[src/adc2_pkg.sv]
package adc2_pkg;
  localparam int ADDR_W = 12;
  localparam logic [11:0] ADDR_BASE = 12'hF51;
  localparam logic [11:0] ADDR_AUTO_TRIG = 12'hF51;
  localparam logic [11:0] ADDR_CLK_DIV = 12'hF52;
  localparam logic [11:0] ADDR_REF_SEL = 12'hF53;
  localparam logic [11:0] ADDR_PRE_GUARD = 12'hF54;
  localparam logic [11:0] ADDR_COMP_CTL = 12'hF55;
  localparam logic [11:0] ADDR_THR_CTL = 12'hF56;
  localparam logic [11:0] ADDR_ACQ_TIME = 12'hF57;
  localparam logic [11:0] ADDR_EXTRA_CAP = 12'hF58;
  localparam logic [11:0] ADDR_PRE_TIME = 12'hF59;
  localparam logic [11:0] ADDR_POS_CHAN = 12'hF5A;
  localparam logic [11:0] ADDR_MAIN_CTL = 12'hF5B;
  localparam logic [11:0] ADDR_PREV_RES = 12'hF5C;
  localparam logic [11:0] ADDR_CONV_RES = 12'hF5E;
  localparam logic [11:0] ADDR_COMP_STAT = 12'hF60;
  localparam logic [11:0] ADDR_REPEAT = 12'hF61;
  localparam logic [11:0] ADDR_SAMPLE_CNT = 12'hF62;
  localparam logic [11:0] ADDR_SETPOINT = 12'hF63;
  localparam logic [11:0] ADDR_LOWER_THR = 12'hF65;
  localparam logic [11:0] ADDR_UPPER_THR = 12'hF67;
  localparam logic [11:0] ADDR_ERROR = 12'hF69;
  localparam logic [11:0] ADDR_ACCUM = 12'hF6B;
  localparam logic [11:0] ADDR_FILTER = 12'hF6D;
  localparam logic [11:0] ADDR_LAST = 12'hF6E;
  localparam int MEM_AW = 5;
  localparam int BIT_ENABLE = 7;
  localparam int BIT_CONT = 6;
  localparam int BIT_CLK_SEL = 4;
  localparam int BIT_FORMAT = 2;
  localparam int BIT_GO = 0;
  localparam int BIT_PRE_POL = 7;
  localparam int BIT_INV_PRE = 6;
  localparam int BIT_GUARD_POL = 5;
  localparam int BIT_DOUBLE = 0;
  localparam int BIT_PREV_SRC = 7;
  localparam int POS_SHIFT = 4;
  localparam int BIT_ACC_CLR = 3;
  localparam int POS_MODE = 0;
  localparam int POS_CALC = 4;
  localparam int BIT_STOP_INT = 3;
  localparam int POS_THR_MODE = 0;
  localparam logic [7:0] MASK_MAIN = 8'hD5;
  localparam logic [7:0] MASK_PRE_GUARD = 8'hE1;
  localparam logic [7:0] MASK_COMP = 8'hFF;
  localparam logic [7:0] MASK_THR = 8'h7F;
  localparam logic [7:0] MASK_AUTO_TRIG = 8'h1F;
  localparam logic [7:0] MASK_CLK_DIV = 8'h3F;
  localparam logic [7:0] MASK_REF = 8'h13;
  localparam logic [7:0] MASK_CAP = 8'h1F;
  localparam logic [7:0] MASK_CHAN = 8'h3F;
  localparam logic [7:0] MASK_FULL = 8'hFF;
  localparam logic [7:0] RST_BYTE = 8'h00;
  localparam logic [15:0] RST_WORD = 16'h0000;
  localparam logic [5:0] RST_DIV_CNT = 6'h00;

  typedef enum logic [1:0] {
    ADC2_IDLE = 2'b00,
    ADC2_RUN = 2'b01,
    ADC2_EVAL = 2'b10
  } adc2_state_t;

  typedef struct packed {
    logic [7:0] status;
    logic [7:0] count;
    logic [15:0] error;
    logic [15:0] accum;
    logic [15:0] filter;
  } adc2_comp_in_t;

  typedef struct packed {
    logic enable;
    logic start;
    logic convClkTick;
    logic computeStrobe;
    logic secondOfPair;
    logic prechargePolarity;
    logic invertedPrechargeEnable;
    logic guardRingPolarity;
    logic doubleSampleEnable;
    logic previousSampleSource;
    logic [2:0] rightShiftCount;
    logic accumulatorClearCommand;
    logic [2:0] operatingMode;
    logic [2:0] errorCalcMode;
    logic [2:0] thresholdMode;
  } adc2_ctl_out_t;

  typedef struct packed {
    logic valid;
    logic highByte;
    logic [7:0] data;
  } adc2_acc_wr_t;
endpackage : adc2_pkg

[src/adc2_byte_mem.sv]
`timescale 1ns/10ps
module adc2_byte_mem #(
  parameter int AW = 5,
  parameter int DW = 8
) (
  input wire logic clock,
  input wire logic reset,
  input wire logic wrEn,
  input wire logic [AW-1:0] wrAddr,
  input wire logic [DW-1:0] wrData,
  input wire logic [AW-1:0] rdAddr,
  output logic [DW-1:0] rdData
);
  logic [DW-1:0] mem [0:(1<<AW)-1];
  logic [DW-1:0] rdData_r;
  logic [DW-1:0] rdData_nxt;

  always_comb
  begin
    rdData_nxt = mem[rdAddr];
  end

  always_ff @(posedge clock)
  begin
    if (wrEn)
    begin
      mem[wrAddr] <= wrData;
    end
    if (reset)
    begin
      rdData_r <= '0;
    end
    else
    begin
      rdData_r <= rdData_nxt;
    end
  end

  assign rdData = rdData_r;
endmodule : adc2_byte_mem

[src/adc2_clk_div.sv]
`timescale 1ns/10ps
module adc2_clk_div (
  input wire logic clock,
  input wire logic reset,
  input wire logic enable,
  input wire logic useOsc,
  input wire logic oscTick,
  input wire logic [5:0] divisor,
  output logic convClkTick
);
  logic [5:0] cnt_r;
  logic [5:0] cnt_nxt;
  logic divTick;

  always_comb
  begin
    divTick = enable && (cnt_r >= divisor);
    if (!enable || divTick)
    begin
      cnt_nxt = adc2_pkg::RST_DIV_CNT;
    end
    else
    begin
      cnt_nxt = cnt_r + 6'h01;
    end
  end

  always_ff @(posedge clock)
  begin
    if (reset)
    begin
      cnt_r <= adc2_pkg::RST_DIV_CNT;
    end
    else
    begin
      cnt_r <= cnt_nxt;
    end
  end

  assign convClkTick = enable && (useOsc ? oscTick : divTick);
endmodule : adc2_clk_div

[src/adc2_ctrl_regs.sv]
// Contract
// - Registers span 0xF51 to 0xF6E, little-endian words
// - Main control bits: enable, continuous, clock, format, go
// - Enable bit runs or disables the converter
// - Writing go starts; reads one while busy
// - Go reads zero when idle or done
// - Continuous mode rearms go after each conversion
// - Retrigger stops on flag or software clear
// - Single mode clears go after conversion
// - Clock select one uses dedicated conversion oscillator
// - Clock select zero divides system clock
// - Format selects right or left justified results
// - Precharge/guard register bits 7,6,5,0, reset zero
// - Double-sample pairs conversions, computes every second
// - Stop-on-interrupt lets hardware clear go
// - Computation control fields: source, shift, clear, mode
`timescale 1ns/10ps
module adc2_ctrl_regs (
  input wire logic clock,
  input wire logic reset,
  input wire logic [11:0] busAddr,
  input wire logic [7:0] busWdata,
  input wire logic busWrite,
  input wire logic busRead,
  output logic [7:0] busRdata,
  input wire logic convDone,
  input wire logic [9:0] convData,
  input wire logic thresholdInterruptFlag,
  input wire logic accClearDone,
  input wire logic oscTick,
  input wire adc2_pkg::adc2_comp_in_t compIn,
  output adc2_pkg::adc2_ctl_out_t ctlOut,
  output adc2_pkg::adc2_acc_wr_t accWr
);
  logic [7:0] main_r;
  logic [7:0] main_nxt;
  logic [7:0] preGuard_r;
  logic [7:0] preGuard_nxt;
  logic [7:0] comp_r;
  logic [7:0] comp_nxt;
  logic [7:0] thr_r;
  logic [7:0] thr_nxt;
  logic [5:0] clkDiv_r;
  logic [5:0] clkDiv_nxt;
  logic [9:0] result_r;
  logic [9:0] result_nxt;
  logic [15:0] prev_r;
  logic [15:0] prev_nxt;
  logic prevFilt_r;
  logic prevFilt_nxt;
  logic pair_r;
  logic pair_nxt;
  logic start_r;
  logic start_nxt;
  logic compute_r;
  logic compute_nxt;
  adc2_pkg::adc2_state_t state_r;
  adc2_pkg::adc2_state_t state_nxt;
  adc2_pkg::adc2_acc_wr_t accWr_r;
  adc2_pkg::adc2_acc_wr_t accWr_nxt;
  logic [7:0] rd_r;
  logic [7:0] rd_nxt;
  logic memSel_r;
  logic memSel_nxt;
  logic [7:0] memQ;
  logic [7:0] memMask;
  logic [7:0] memWdata;
  logic memWrite;
  logic [4:0] memIdx;
  logic mainWrite;
  logic goSet;
  logic goClr;
  logic enableNxt;
  logic retrigger;
  logic [15:0] resView;
  logic [15:0] prevView;

  function automatic logic [15:0] justify(input logic [9:0] raw, input logic right);
    justify = right ? {6'h00, raw} : {raw, 6'h00};
  endfunction : justify

  assign memIdx = 5'(busAddr - adc2_pkg::ADDR_BASE);

  always_comb
  begin
    case (busAddr)
      adc2_pkg::ADDR_AUTO_TRIG: memMask = adc2_pkg::MASK_AUTO_TRIG;
      adc2_pkg::ADDR_REF_SEL: memMask = adc2_pkg::MASK_REF;
      adc2_pkg::ADDR_ACQ_TIME: memMask = adc2_pkg::MASK_FULL;
      adc2_pkg::ADDR_EXTRA_CAP: memMask = adc2_pkg::MASK_CAP;
      adc2_pkg::ADDR_PRE_TIME: memMask = adc2_pkg::MASK_FULL;
      adc2_pkg::ADDR_POS_CHAN: memMask = adc2_pkg::MASK_CHAN;
      adc2_pkg::ADDR_REPEAT: memMask = adc2_pkg::MASK_FULL;
      adc2_pkg::ADDR_SETPOINT,
      adc2_pkg::ADDR_SETPOINT + 12'h001,
      adc2_pkg::ADDR_LOWER_THR,
      adc2_pkg::ADDR_LOWER_THR + 12'h001,
      adc2_pkg::ADDR_UPPER_THR,
      adc2_pkg::ADDR_UPPER_THR + 12'h001: memMask = adc2_pkg::MASK_FULL;
      default: memMask = 8'h00;
    endcase
  end

  assign memWrite = busWrite && (memMask != 8'h00);
  assign memWdata = busWdata & memMask;
  assign mainWrite = busWrite && (busAddr == adc2_pkg::ADDR_MAIN_CTL);
  assign goSet = mainWrite && busWdata[adc2_pkg::BIT_GO];
  assign goClr = mainWrite && !busWdata[adc2_pkg::BIT_GO];

  adc2_byte_mem #(
    .AW(adc2_pkg::MEM_AW),
    .DW(8)
  ) u_mem (
    .clock(clock),
    .reset(reset),
    .wrEn(memWrite),
    .wrAddr(memIdx),
    .wrData(memWdata),
    .rdAddr(memIdx),
    .rdData(memQ)
  );

  adc2_clk_div u_div (
    .clock(clock),
    .reset(reset),
    .enable(main_r[adc2_pkg::BIT_ENABLE]),
    .useOsc(main_r[adc2_pkg::BIT_CLK_SEL]),
    .oscTick(oscTick),
    .divisor(clkDiv_r),
    .convClkTick(ctlOut.convClkTick)
  );

  assign resView = justify(result_r, main_r[adc2_pkg::BIT_FORMAT]);
  assign prevView = prevFilt_r ? prev_r : justify(prev_r[9:0], main_r[adc2_pkg::BIT_FORMAT]);

  always_comb
  begin
    main_nxt = main_r;
    preGuard_nxt = preGuard_r;
    comp_nxt = comp_r;
    thr_nxt = thr_r;
    clkDiv_nxt = clkDiv_r;
    result_nxt = result_r;
    prev_nxt = prev_r;
    prevFilt_nxt = prevFilt_r;
    pair_nxt = pair_r;
    state_nxt = state_r;
    start_nxt = 1'b0;
    compute_nxt = 1'b0;
    accWr_nxt = '0;
    retrigger = 1'b0;
    if (accClearDone)
    begin
      comp_nxt[adc2_pkg::BIT_ACC_CLR] = 1'b0;
    end
    if (busWrite)
    begin
      case (busAddr)
        adc2_pkg::ADDR_MAIN_CTL:
        begin
          main_nxt = (busWdata & adc2_pkg::MASK_MAIN) | (main_r & ~adc2_pkg::MASK_MAIN);
          main_nxt[adc2_pkg::BIT_GO] = main_r[adc2_pkg::BIT_GO];
        end
        adc2_pkg::ADDR_PRE_GUARD: preGuard_nxt = busWdata & adc2_pkg::MASK_PRE_GUARD;
        adc2_pkg::ADDR_COMP_CTL:
        begin
          comp_nxt = busWdata & adc2_pkg::MASK_COMP;
          if (accClearDone && !busWdata[adc2_pkg::BIT_ACC_CLR])
          begin
            comp_nxt[adc2_pkg::BIT_ACC_CLR] = 1'b0;
          end
        end
        adc2_pkg::ADDR_THR_CTL: thr_nxt = busWdata & adc2_pkg::MASK_THR;
        adc2_pkg::ADDR_CLK_DIV: clkDiv_nxt = busWdata[5:0];
        adc2_pkg::ADDR_ACCUM, adc2_pkg::ADDR_ACCUM + 12'h001:
        begin
          accWr_nxt.valid = 1'b1;
          accWr_nxt.highByte = busAddr[0] == adc2_pkg::ADDR_ACCUM[0] ? 1'b0 : 1'b1;
          accWr_nxt.data = busWdata;
        end
        default:
        begin
          main_nxt = main_nxt;
        end
      endcase
    end
    enableNxt = main_nxt[adc2_pkg::BIT_ENABLE];
    case (state_r)
      adc2_pkg::ADC2_IDLE:
      begin
        if (goSet && enableNxt)
        begin
          main_nxt[adc2_pkg::BIT_GO] = 1'b1;
          retrigger = 1'b1;
        end
        else
        begin
          main_nxt[adc2_pkg::BIT_GO] = 1'b0;
        end
      end
      adc2_pkg::ADC2_RUN:
      begin
        if (convDone)
        begin
          result_nxt = convData;
          compute_nxt = !preGuard_r[adc2_pkg::BIT_DOUBLE] || pair_r;
          pair_nxt = preGuard_r[adc2_pkg::BIT_DOUBLE] && !pair_r;
          state_nxt = adc2_pkg::ADC2_EVAL;
        end
      end
      adc2_pkg::ADC2_EVAL:
      begin
        if (main_r[adc2_pkg::BIT_CONT])
        begin
          retrigger = !(thr_r[adc2_pkg::BIT_STOP_INT] && thresholdInterruptFlag);
        end
        retrigger = retrigger || goSet;
        main_nxt[adc2_pkg::BIT_GO] = retrigger;
        if (!retrigger)
        begin
          state_nxt = adc2_pkg::ADC2_IDLE;
        end
      end
      default:
      begin
        state_nxt = adc2_pkg::ADC2_IDLE;
      end
    endcase
    if (state_r != adc2_pkg::ADC2_IDLE && goClr && !goSet)
    begin
      main_nxt[adc2_pkg::BIT_GO] = 1'b0;
      retrigger = 1'b0;
      state_nxt = adc2_pkg::ADC2_IDLE;
    end
    if (!enableNxt)
    begin
      main_nxt[adc2_pkg::BIT_GO] = 1'b0;
      retrigger = 1'b0;
      pair_nxt = 1'b0;
      state_nxt = adc2_pkg::ADC2_IDLE;
    end
    if (retrigger)
    begin
      start_nxt = 1'b1;
      state_nxt = adc2_pkg::ADC2_RUN;
      prevFilt_nxt = comp_r[adc2_pkg::BIT_PREV_SRC];
      prev_nxt = comp_r[adc2_pkg::BIT_PREV_SRC] ? compIn.filter : {6'h00, result_nxt};
    end
  end

  always_comb
  begin
    memSel_nxt = 1'b0;
    rd_nxt = 8'h00;
    case (busAddr)
      adc2_pkg::ADDR_CLK_DIV: rd_nxt = {2'b00, clkDiv_r};
      adc2_pkg::ADDR_PRE_GUARD: rd_nxt = preGuard_r;
      adc2_pkg::ADDR_COMP_CTL: rd_nxt = comp_r;
      adc2_pkg::ADDR_THR_CTL: rd_nxt = thr_r;
      adc2_pkg::ADDR_MAIN_CTL: rd_nxt = main_r;
      adc2_pkg::ADDR_PREV_RES: rd_nxt = prevView[7:0];
      adc2_pkg::ADDR_PREV_RES + 12'h001: rd_nxt = prevView[15:8];
      adc2_pkg::ADDR_CONV_RES: rd_nxt = resView[7:0];
      adc2_pkg::ADDR_CONV_RES + 12'h001: rd_nxt = resView[15:8];
      adc2_pkg::ADDR_COMP_STAT: rd_nxt = compIn.status;
      adc2_pkg::ADDR_SAMPLE_CNT: rd_nxt = compIn.count;
      adc2_pkg::ADDR_ERROR: rd_nxt = compIn.error[7:0];
      adc2_pkg::ADDR_ERROR + 12'h001: rd_nxt = compIn.error[15:8];
      adc2_pkg::ADDR_ACCUM: rd_nxt = compIn.accum[7:0];
      adc2_pkg::ADDR_ACCUM + 12'h001: rd_nxt = compIn.accum[15:8];
      adc2_pkg::ADDR_FILTER: rd_nxt = compIn.filter[7:0];
      adc2_pkg::ADDR_LAST: rd_nxt = compIn.filter[15:8];
      default:
      begin
        memSel_nxt = (memMask != 8'h00);
      end
    endcase
    if (!busRead)
    begin
      rd_nxt = 8'h00;
      memSel_nxt = 1'b0;
    end
  end

  always_ff @(posedge clock)
  begin
    if (reset)
    begin
      main_r <= adc2_pkg::RST_BYTE;
      preGuard_r <= adc2_pkg::RST_BYTE;
      comp_r <= adc2_pkg::RST_BYTE;
      thr_r <= adc2_pkg::RST_BYTE;
      clkDiv_r <= adc2_pkg::RST_DIV_CNT;
      result_r <= 10'h000;
      prev_r <= adc2_pkg::RST_WORD;
      prevFilt_r <= 1'b0;
      pair_r <= 1'b0;
      start_r <= 1'b0;
      compute_r <= 1'b0;
      state_r <= adc2_pkg::ADC2_IDLE;
      accWr_r <= '0;
      rd_r <= adc2_pkg::RST_BYTE;
      memSel_r <= 1'b0;
    end
    else
    begin
      main_r <= main_nxt;
      preGuard_r <= preGuard_nxt;
      comp_r <= comp_nxt;
      thr_r <= thr_nxt;
      clkDiv_r <= clkDiv_nxt;
      result_r <= result_nxt;
      prev_r <= prev_nxt;
      prevFilt_r <= prevFilt_nxt;
      pair_r <= pair_nxt;
      start_r <= start_nxt;
      compute_r <= compute_nxt;
      state_r <= state_nxt;
      accWr_r <= accWr_nxt;
      rd_r <= rd_nxt;
      memSel_r <= memSel_nxt;
    end
  end

  assign busRdata = memSel_r ? (memQ & 8'hFF) : rd_r;
  assign accWr = accWr_r;
  assign ctlOut.enable = main_r[adc2_pkg::BIT_ENABLE];
  assign ctlOut.start = start_r;
  assign ctlOut.computeStrobe = compute_r;
  assign ctlOut.secondOfPair = pair_r;
  assign ctlOut.prechargePolarity = preGuard_r[adc2_pkg::BIT_PRE_POL];
  assign ctlOut.invertedPrechargeEnable = preGuard_r[adc2_pkg::BIT_INV_PRE];
  assign ctlOut.guardRingPolarity = preGuard_r[adc2_pkg::BIT_GUARD_POL];
  assign ctlOut.doubleSampleEnable = preGuard_r[adc2_pkg::BIT_DOUBLE];
  assign ctlOut.previousSampleSource = comp_r[adc2_pkg::BIT_PREV_SRC];
  assign ctlOut.rightShiftCount = comp_r[adc2_pkg::POS_SHIFT +: 3];
  assign ctlOut.accumulatorClearCommand = comp_r[adc2_pkg::BIT_ACC_CLR];
  assign ctlOut.operatingMode = comp_r[adc2_pkg::POS_MODE +: 3];
  assign ctlOut.errorCalcMode = thr_r[adc2_pkg::POS_CALC +: 3];
  assign ctlOut.thresholdMode = thr_r[adc2_pkg::POS_THR_MODE +: 3];
endmodule : adc2_ctrl_regs

[config.mk]
export PLATFORM = sky130hd
export DESIGN_NAME = adc2_ctrl_regs
export DESIGN_NICKNAME = d
export VERILOG_FILES = /design/src/adc2_pkg.sv /design/src/adc2_byte_mem.sv /design/src/adc2_clk_div.sv /design/src/adc2_ctrl_regs.sv
export SDC_FILE = /design/constraint.sdc
export NUM_CORES = 1
export LEC_CHECK = 0
export BUFFER_PORTS_ARGS = -buffer_cell sky130_fd_sc_hd__buf_2
export CORE_MARGIN = 2
export CORE_UTILIZATION = 55
export CTS_BUF_LIST = sky130_fd_sc_hd__clkbuf_4 sky130_fd_sc_hd__clkbuf_8
export CTS_CLUSTER_DIAMETER = 40
export DETAILED_ROUTE_END_ITERATION = 8
export PLACE_DENSITY = 0.84
export SYNTH_ARGS = -nofsm -noshare
export SYNTH_HDL_FRONTEND = slang
export SYNTH_SLANG_ARGS = --single-unit
[constraint.sdc]
create_clock -name clock -period 5.4 [get_ports clock]
set_input_delay 1.08 -clock clock [delete_from_list [all_inputs] [get_ports clock]]
set_output_delay 1.08 -clock clock [all_outputs]
set_load 0.05 [all_outputs]
; Word-level counts from Yosys, hierarchy flattened
; Memories as Yosys holds them, arrays and structs flattened. A register that Yosys moved wholly into a read port is not among the register bits.
; Cells that the tools add are included.
[word_totals]
elab_cells = 152
register_bits = 90
out_inout_bits = 41
inputBits = 102
n_memories = 1
ramBits = 256
[memory_table]
columns = memory, words, word_bits, rd, rd_ports_with_merged_regs, wr, line_no
row1 = u_mem.mem, 32, 8, 1, 1, 1, adc2_byte_mem.sv:14  ; logic [DW-1:0] mem [0:(1<<AW)-1];
[op_classes]
muxes = 34
magnitude_cmp = 1
bitwise_logic = 9
add_sub_neg = 2
n_reduce_logical = 46
n_eq_ne = 37
[ops]
columns = cell, n
row1 = "equality test 12 bit, second input constant", 30
row2 = case mux 8 bit (17 select lines), 1
row3 = two-way mux 16 bit, 4
row4 = case mux 8 bit (4 select lines), 1
row5 = two-way mux 10 bit, 3
row6 = two-way mux 8 bit, 3
row7 = OR reduction 19 bit, 1
row8 = two-way mux 1 bit, 15
row9 = logical AND 1 bit, 12
row10 = AND reduction 2 bit, 6
row11 = OR reduction 2 bit, 6
row12 = "!= test 5 bit, second input constant", 2
row13 = OR reduction 3 bit, 3
row14 = OR reduction 9 bit, 1
row15 = bitwise AND 8 bit, 1
row16 = two-way mux 4 bit, 2
row17 = OR 8 x 6 -> 8 bit, 1
row18 = nonzero test 8 bit, 1
row19 = logical NOT 1 bit, 7
row20 = inverter 1 bit, 7
row21 = "adder 6 x 1 -> 6 bit, second input constant", 1
row22 = >= comparator 6 bit, 1
row23 = case mux 2 bit (3 select lines), 1
row24 = AND reduction 3 bit, 2
row25 = 11 further kinds, 17

; Depth between registers and ports, before layout
[logic_depth]
depth_word = 10
depth_mapped = 12
ltp_nobuf = 8

; Modules after synthesis
; From an unflattened synthesis, not the netlist that was laid out.
[unflattened]
hier_cells = 1098
area_unflattened_um2 = 15631.2
[by_module_without_submodules]
columns = module, area_per_inst_um2, cells_each, instances, seq_area_each_um2
row1 = adc2_byte_mem, 10387.5, 472, 1, 7847.5
row2 = adc2_ctrl_regs, 4839.6, 579, 1, 1621.6
row3 = adc2_clk_div, 404.1, 47, 1, 120.1

; Least setup slack after synthesis
; No wires, ideal clock.
[synth_timing]
kind = input port to flip-flop
start = input busAddr[0]
end = memory u_mem.mem[6][0] (enable)
required_ps = 5005
stages = 12
setup_slack_ps = 1298
path_buffers = 5
t_arrival_ps = 3708
setup_ps = 395
cell_sequence = buf_2 > buf_2 > inv_1 > ha_1 > clkbuf_1 > nor3_1 > o21bai_1 > a32oi_1 > a21o_1 > buf_6 > buf_6 > nor4_1
[synth_via]
word_cells_on_any_way = 21
classes_between = 1 x add/sub / 13 x eq/ne / 3 x mux / 4 x reduce/logical
[synth_rtl]
columns = item, line_no
row1 = from (decl), adc2_ctrl_regs.sv:21  ; input wire logic [11:0] busAddr,
row2 = subtractor 5 bit, adc2_ctrl_regs.sv:82  ; assign memIdx = 5'(busAddr - adc2_pkg::ADDR_BASE);
row3 = via memIdx[0], adc2_ctrl_regs.sv:69  ; logic [4:0] memIdx;
row4 = to (decl), adc2_byte_mem.sv:14
; The timed path passes the listed nets, and every way through them passes these cells.

==> flow_summary.json <==
{
  "synth_nets": 1276,
  "hold_viol_final": 0,
  "cp_data_required_time_ps": 4320,
  "drt_iter0_drc": 1541,
  "synth_cell_types": 70,
  "maxCapViolations": 0,
  "root_buffer": "clkbuf_8",
  "overflow": 0,
  "critPathCaptureType": "output pin",
  "slew_headroom": 0.239,
  "drc": 0,
  "cts_hold_buffers": 0,
  "synth_edf_count": 256,
  "cts_setup_buffers": 0,
  "cts.htree.levels": 2,
  "clkSinkCount": 351,
  "dp_hpwl_um": 30700,
  "drive_gt1_frac": 0.275,
  "status": "finished clean",
  "via_per_inst": 6.41,
  "startpoint_type": "register",
  "p_per_area_nw_per_um2": 315,
  "post_cts_resized": 0,
  "rsz0062_at_grt": "false",
  "fmax_mhz": 260,
  "start_util": 0.559,
  "min_period_ps": 3840,
  "ant_nets": 0,
  "core_area_um2": 27800,
  "seq_area_um2": 9590,
  "dieArea_um2": 29600,
  "drt_first_pass_iters": 7,
  "cpMostUsedCell": "a21o_1",
  "wl_per_cell_um": 26.1,
  "cts.clk_slew.worst_paths_ps": 60,
  "numCtsBuffers": 58,
  "final_util": 0.639,
  "synth.area.top_cells": "edfxtp_1 (49%), dfxtp_1 (12%), mux4_2 (9.3%)",
  "final_max_slew_viol_count": 0,
  "crit_chain": "inv_1 > ha_1 > nand2b_1 > a21o_1 > a21o_1 > a211oi_1 > nor2_1 > o311a_1 > buf_2",
  "ys_warn_count": 0,
  "synth_area_um2": 15500,
  "ios": 143,
  "grt_use_total": 0.310,
  "seq_area_frac_synth": 0.617,
  "nNetsFinal": 1423,
  "synth_flop_cell": "edfxtp_1",
  "hp-class": "register to register",
  "worstMarginPinSlew_ps": 1130,
  "clockBufferDepth": 3,
  "syn_inst": 1161,
  "p_leak_nw": 5.79,
  "setup_violations": 0,
  "fin_crit_sh": 0.712,
  "io_buffers": 142,
  "via_count": 11129,
  "peakVddDrop_mv": 0.229,
  "synth_async_sr_flop_share": 0,
  "synth_common_cells": "edfxtp_1 (256), nand2_1 (115), dfxtp_1 (95), nor2_1 (89), mux4_2 (64)",
  "die_w_um": 172,
  "yosysTopAreaCellShare": 0.495,
  "yosysMostFrequentCell": "edfxtp_1",
  "yosysTopAreaCell": "edfxtp_1",
  "multi_input_area_um2": 5410,
  "cp_slowest_cell": "dfxtp_1",
  "fillers": 2064,
  "die_height_um": 172,
  "area_growth_pct": 14.2,
  "grt_max_degree": 54,
  "setup_tns_ps": 0,
  "grt_first_pass_wirelength_um": 66700,
  "worstPathArrival_ps": 2760,
  "clk_latency_ps": 610,
  "yosys_register_bits": 351,
  "syn_area_per_cell_um2": 13.4,
  "antenna_found_initial": 1,
  "cts_tree": "yes",
  "skew_ps": 36.3,
  "cp_max_fo": 4,
  "crit_path_max_incr_delay_ps": 370,
  "grt_pass1_vias": 10858,
  "fp-row-count": 61,
  "gp_congestion": 1.02,
  "routed_wl_um": 45400,
  "crit_type": "register to output pin"
}
==> layer usage <==
metal  wire [µm]  GRT usage  vias to the layer above
met1       16800      0.395                     5376
met2       21100      0.492                      840
met5           0          0                        -
li1            -          -                     4722
met4        3000      0.189                        0
met3        4540     0.0618                      191
==> path summary, 6_finish.rpt <==
| check | cells after the start | from | end | slack (ps) |
|---|---|---|---|---|
| max | 9 | u_div.cnt_r[0]$_SDFF_PP0_ | ctlOut[20] | 1560 |
| min | 2 | prev_r[11]$_SDFFE_PP0P_ | prev_r[11]$_SDFFE_PP0P_ | 460 |
| max reg2reg | 5 | state_r[0]$_SDFFE_PP0P_ | prev_r[9]$_SDFFE_PP0P_ | 3000 |
| min reg2reg | 2 | prev_r[11]$_SDFFE_PP0P_ | prev_r[11]$_SDFFE_PP0P_ | 460 |
==> stage by stage <==
step                worst slack [ps]  cell area (µm²)  hold slack [ps]  total power [mW]  cells
global placement                1290            16500              442              3.21   1626
CTS                             1520            17700              457              5.60   1736
global route                    1390            17700              487              5.75   1737
floorplan                       1300            15500              430              3.10   1161
detailed placement              1130            16500              448              3.22   1626
finish                          1560            17700              460              5.59   1737
==> area by class of cell <==
class	count	area share
antenna	1	0.000141
multi-input combinational	702	0.305
sequential	351	0.540
timing repair buffer	174	0.0537
tap	378	0.0266
clock inverter	24	0.00945
inverter	21	0.00444
clock buffer	86	0.0603
==> layout by cell type (no fill, tap or decap), types with 21 or more instances in the layout <==
| cell type | netlist | routed |
|---|---|---|
| clkbuf_8 | 0 | 68 |
| o21ai_0 | 40 | 40 |
| nor2_1 | 89 | 88 |
| a21oi_1 | 57 | 57 |
| buf_2 | 28 | 141 |
| nand3_1 | 29 | 29 |
| mux4_2 | 64 | 64 |
| mux2i_1 | 48 | 48 |
| dfxtp_1 | 95 | 95 |
| inv_1 | 21 | 21 |
| buf_4 | 14 | 33 |
| nand2_1 | 115 | 115 |
| edfxtp_1 | 256 | 256 |
==> report_power, final <==
part / switching [mW] / internal (mW)
Sequential: 0.00228 / 2.86
Clock: 1.09 / 1.34
Combinational: 0.200 / 0.106
==> logic make-up (layout without fill, tap and decap cells) <==
group / Yosys count / in the layout / synth area share
flip-flops: 351 / 351 / 0.617
AND/OR/NAND/NOR: 359 / 359 / 0.117
adder cells (fa/ha/maj): 13 / 13 / 0.0105
multiplexers: 122 / 122 / 0.131
other: 0 / 1 / 0
buffers and inverters: 108 / 305 / 0.0346
XOR/XNOR: 8 / 8 / 0.00451
AO/OA/AOI/OAI: 200 / 200 / 0.0857
==> sequential cells by signal, summed over array words and instances, names as in the netlist <==
name / cells
accWr: 10
comp_r: 8
u_mem.mem: 256
clkDiv_r: 6
main_r: 5
pair_r: 1
memSel_r: 1
rd_r: 8
prev_r: 16
result_r: 10
state_r: 2
u_div.cnt_r: 6
u_mem.rdData: 8
preGuard_r: 4
compute_r: 1
start_r: 1
thr_r: 7
prevFilt_r: 1
==> critical path, delay by kind of cell (launching register included) <==
kind / cells / cell delay (ps)
adder cells (fa/ha/maj): 1 / 260
flip-flops: 1 / 370
AND/OR/NAND/NOR: 2 / 240
AO/OA/AOI/OAI: 4 / 1000
buffers and inverters: 2 / 280
(Power assumes the default switching activity.)
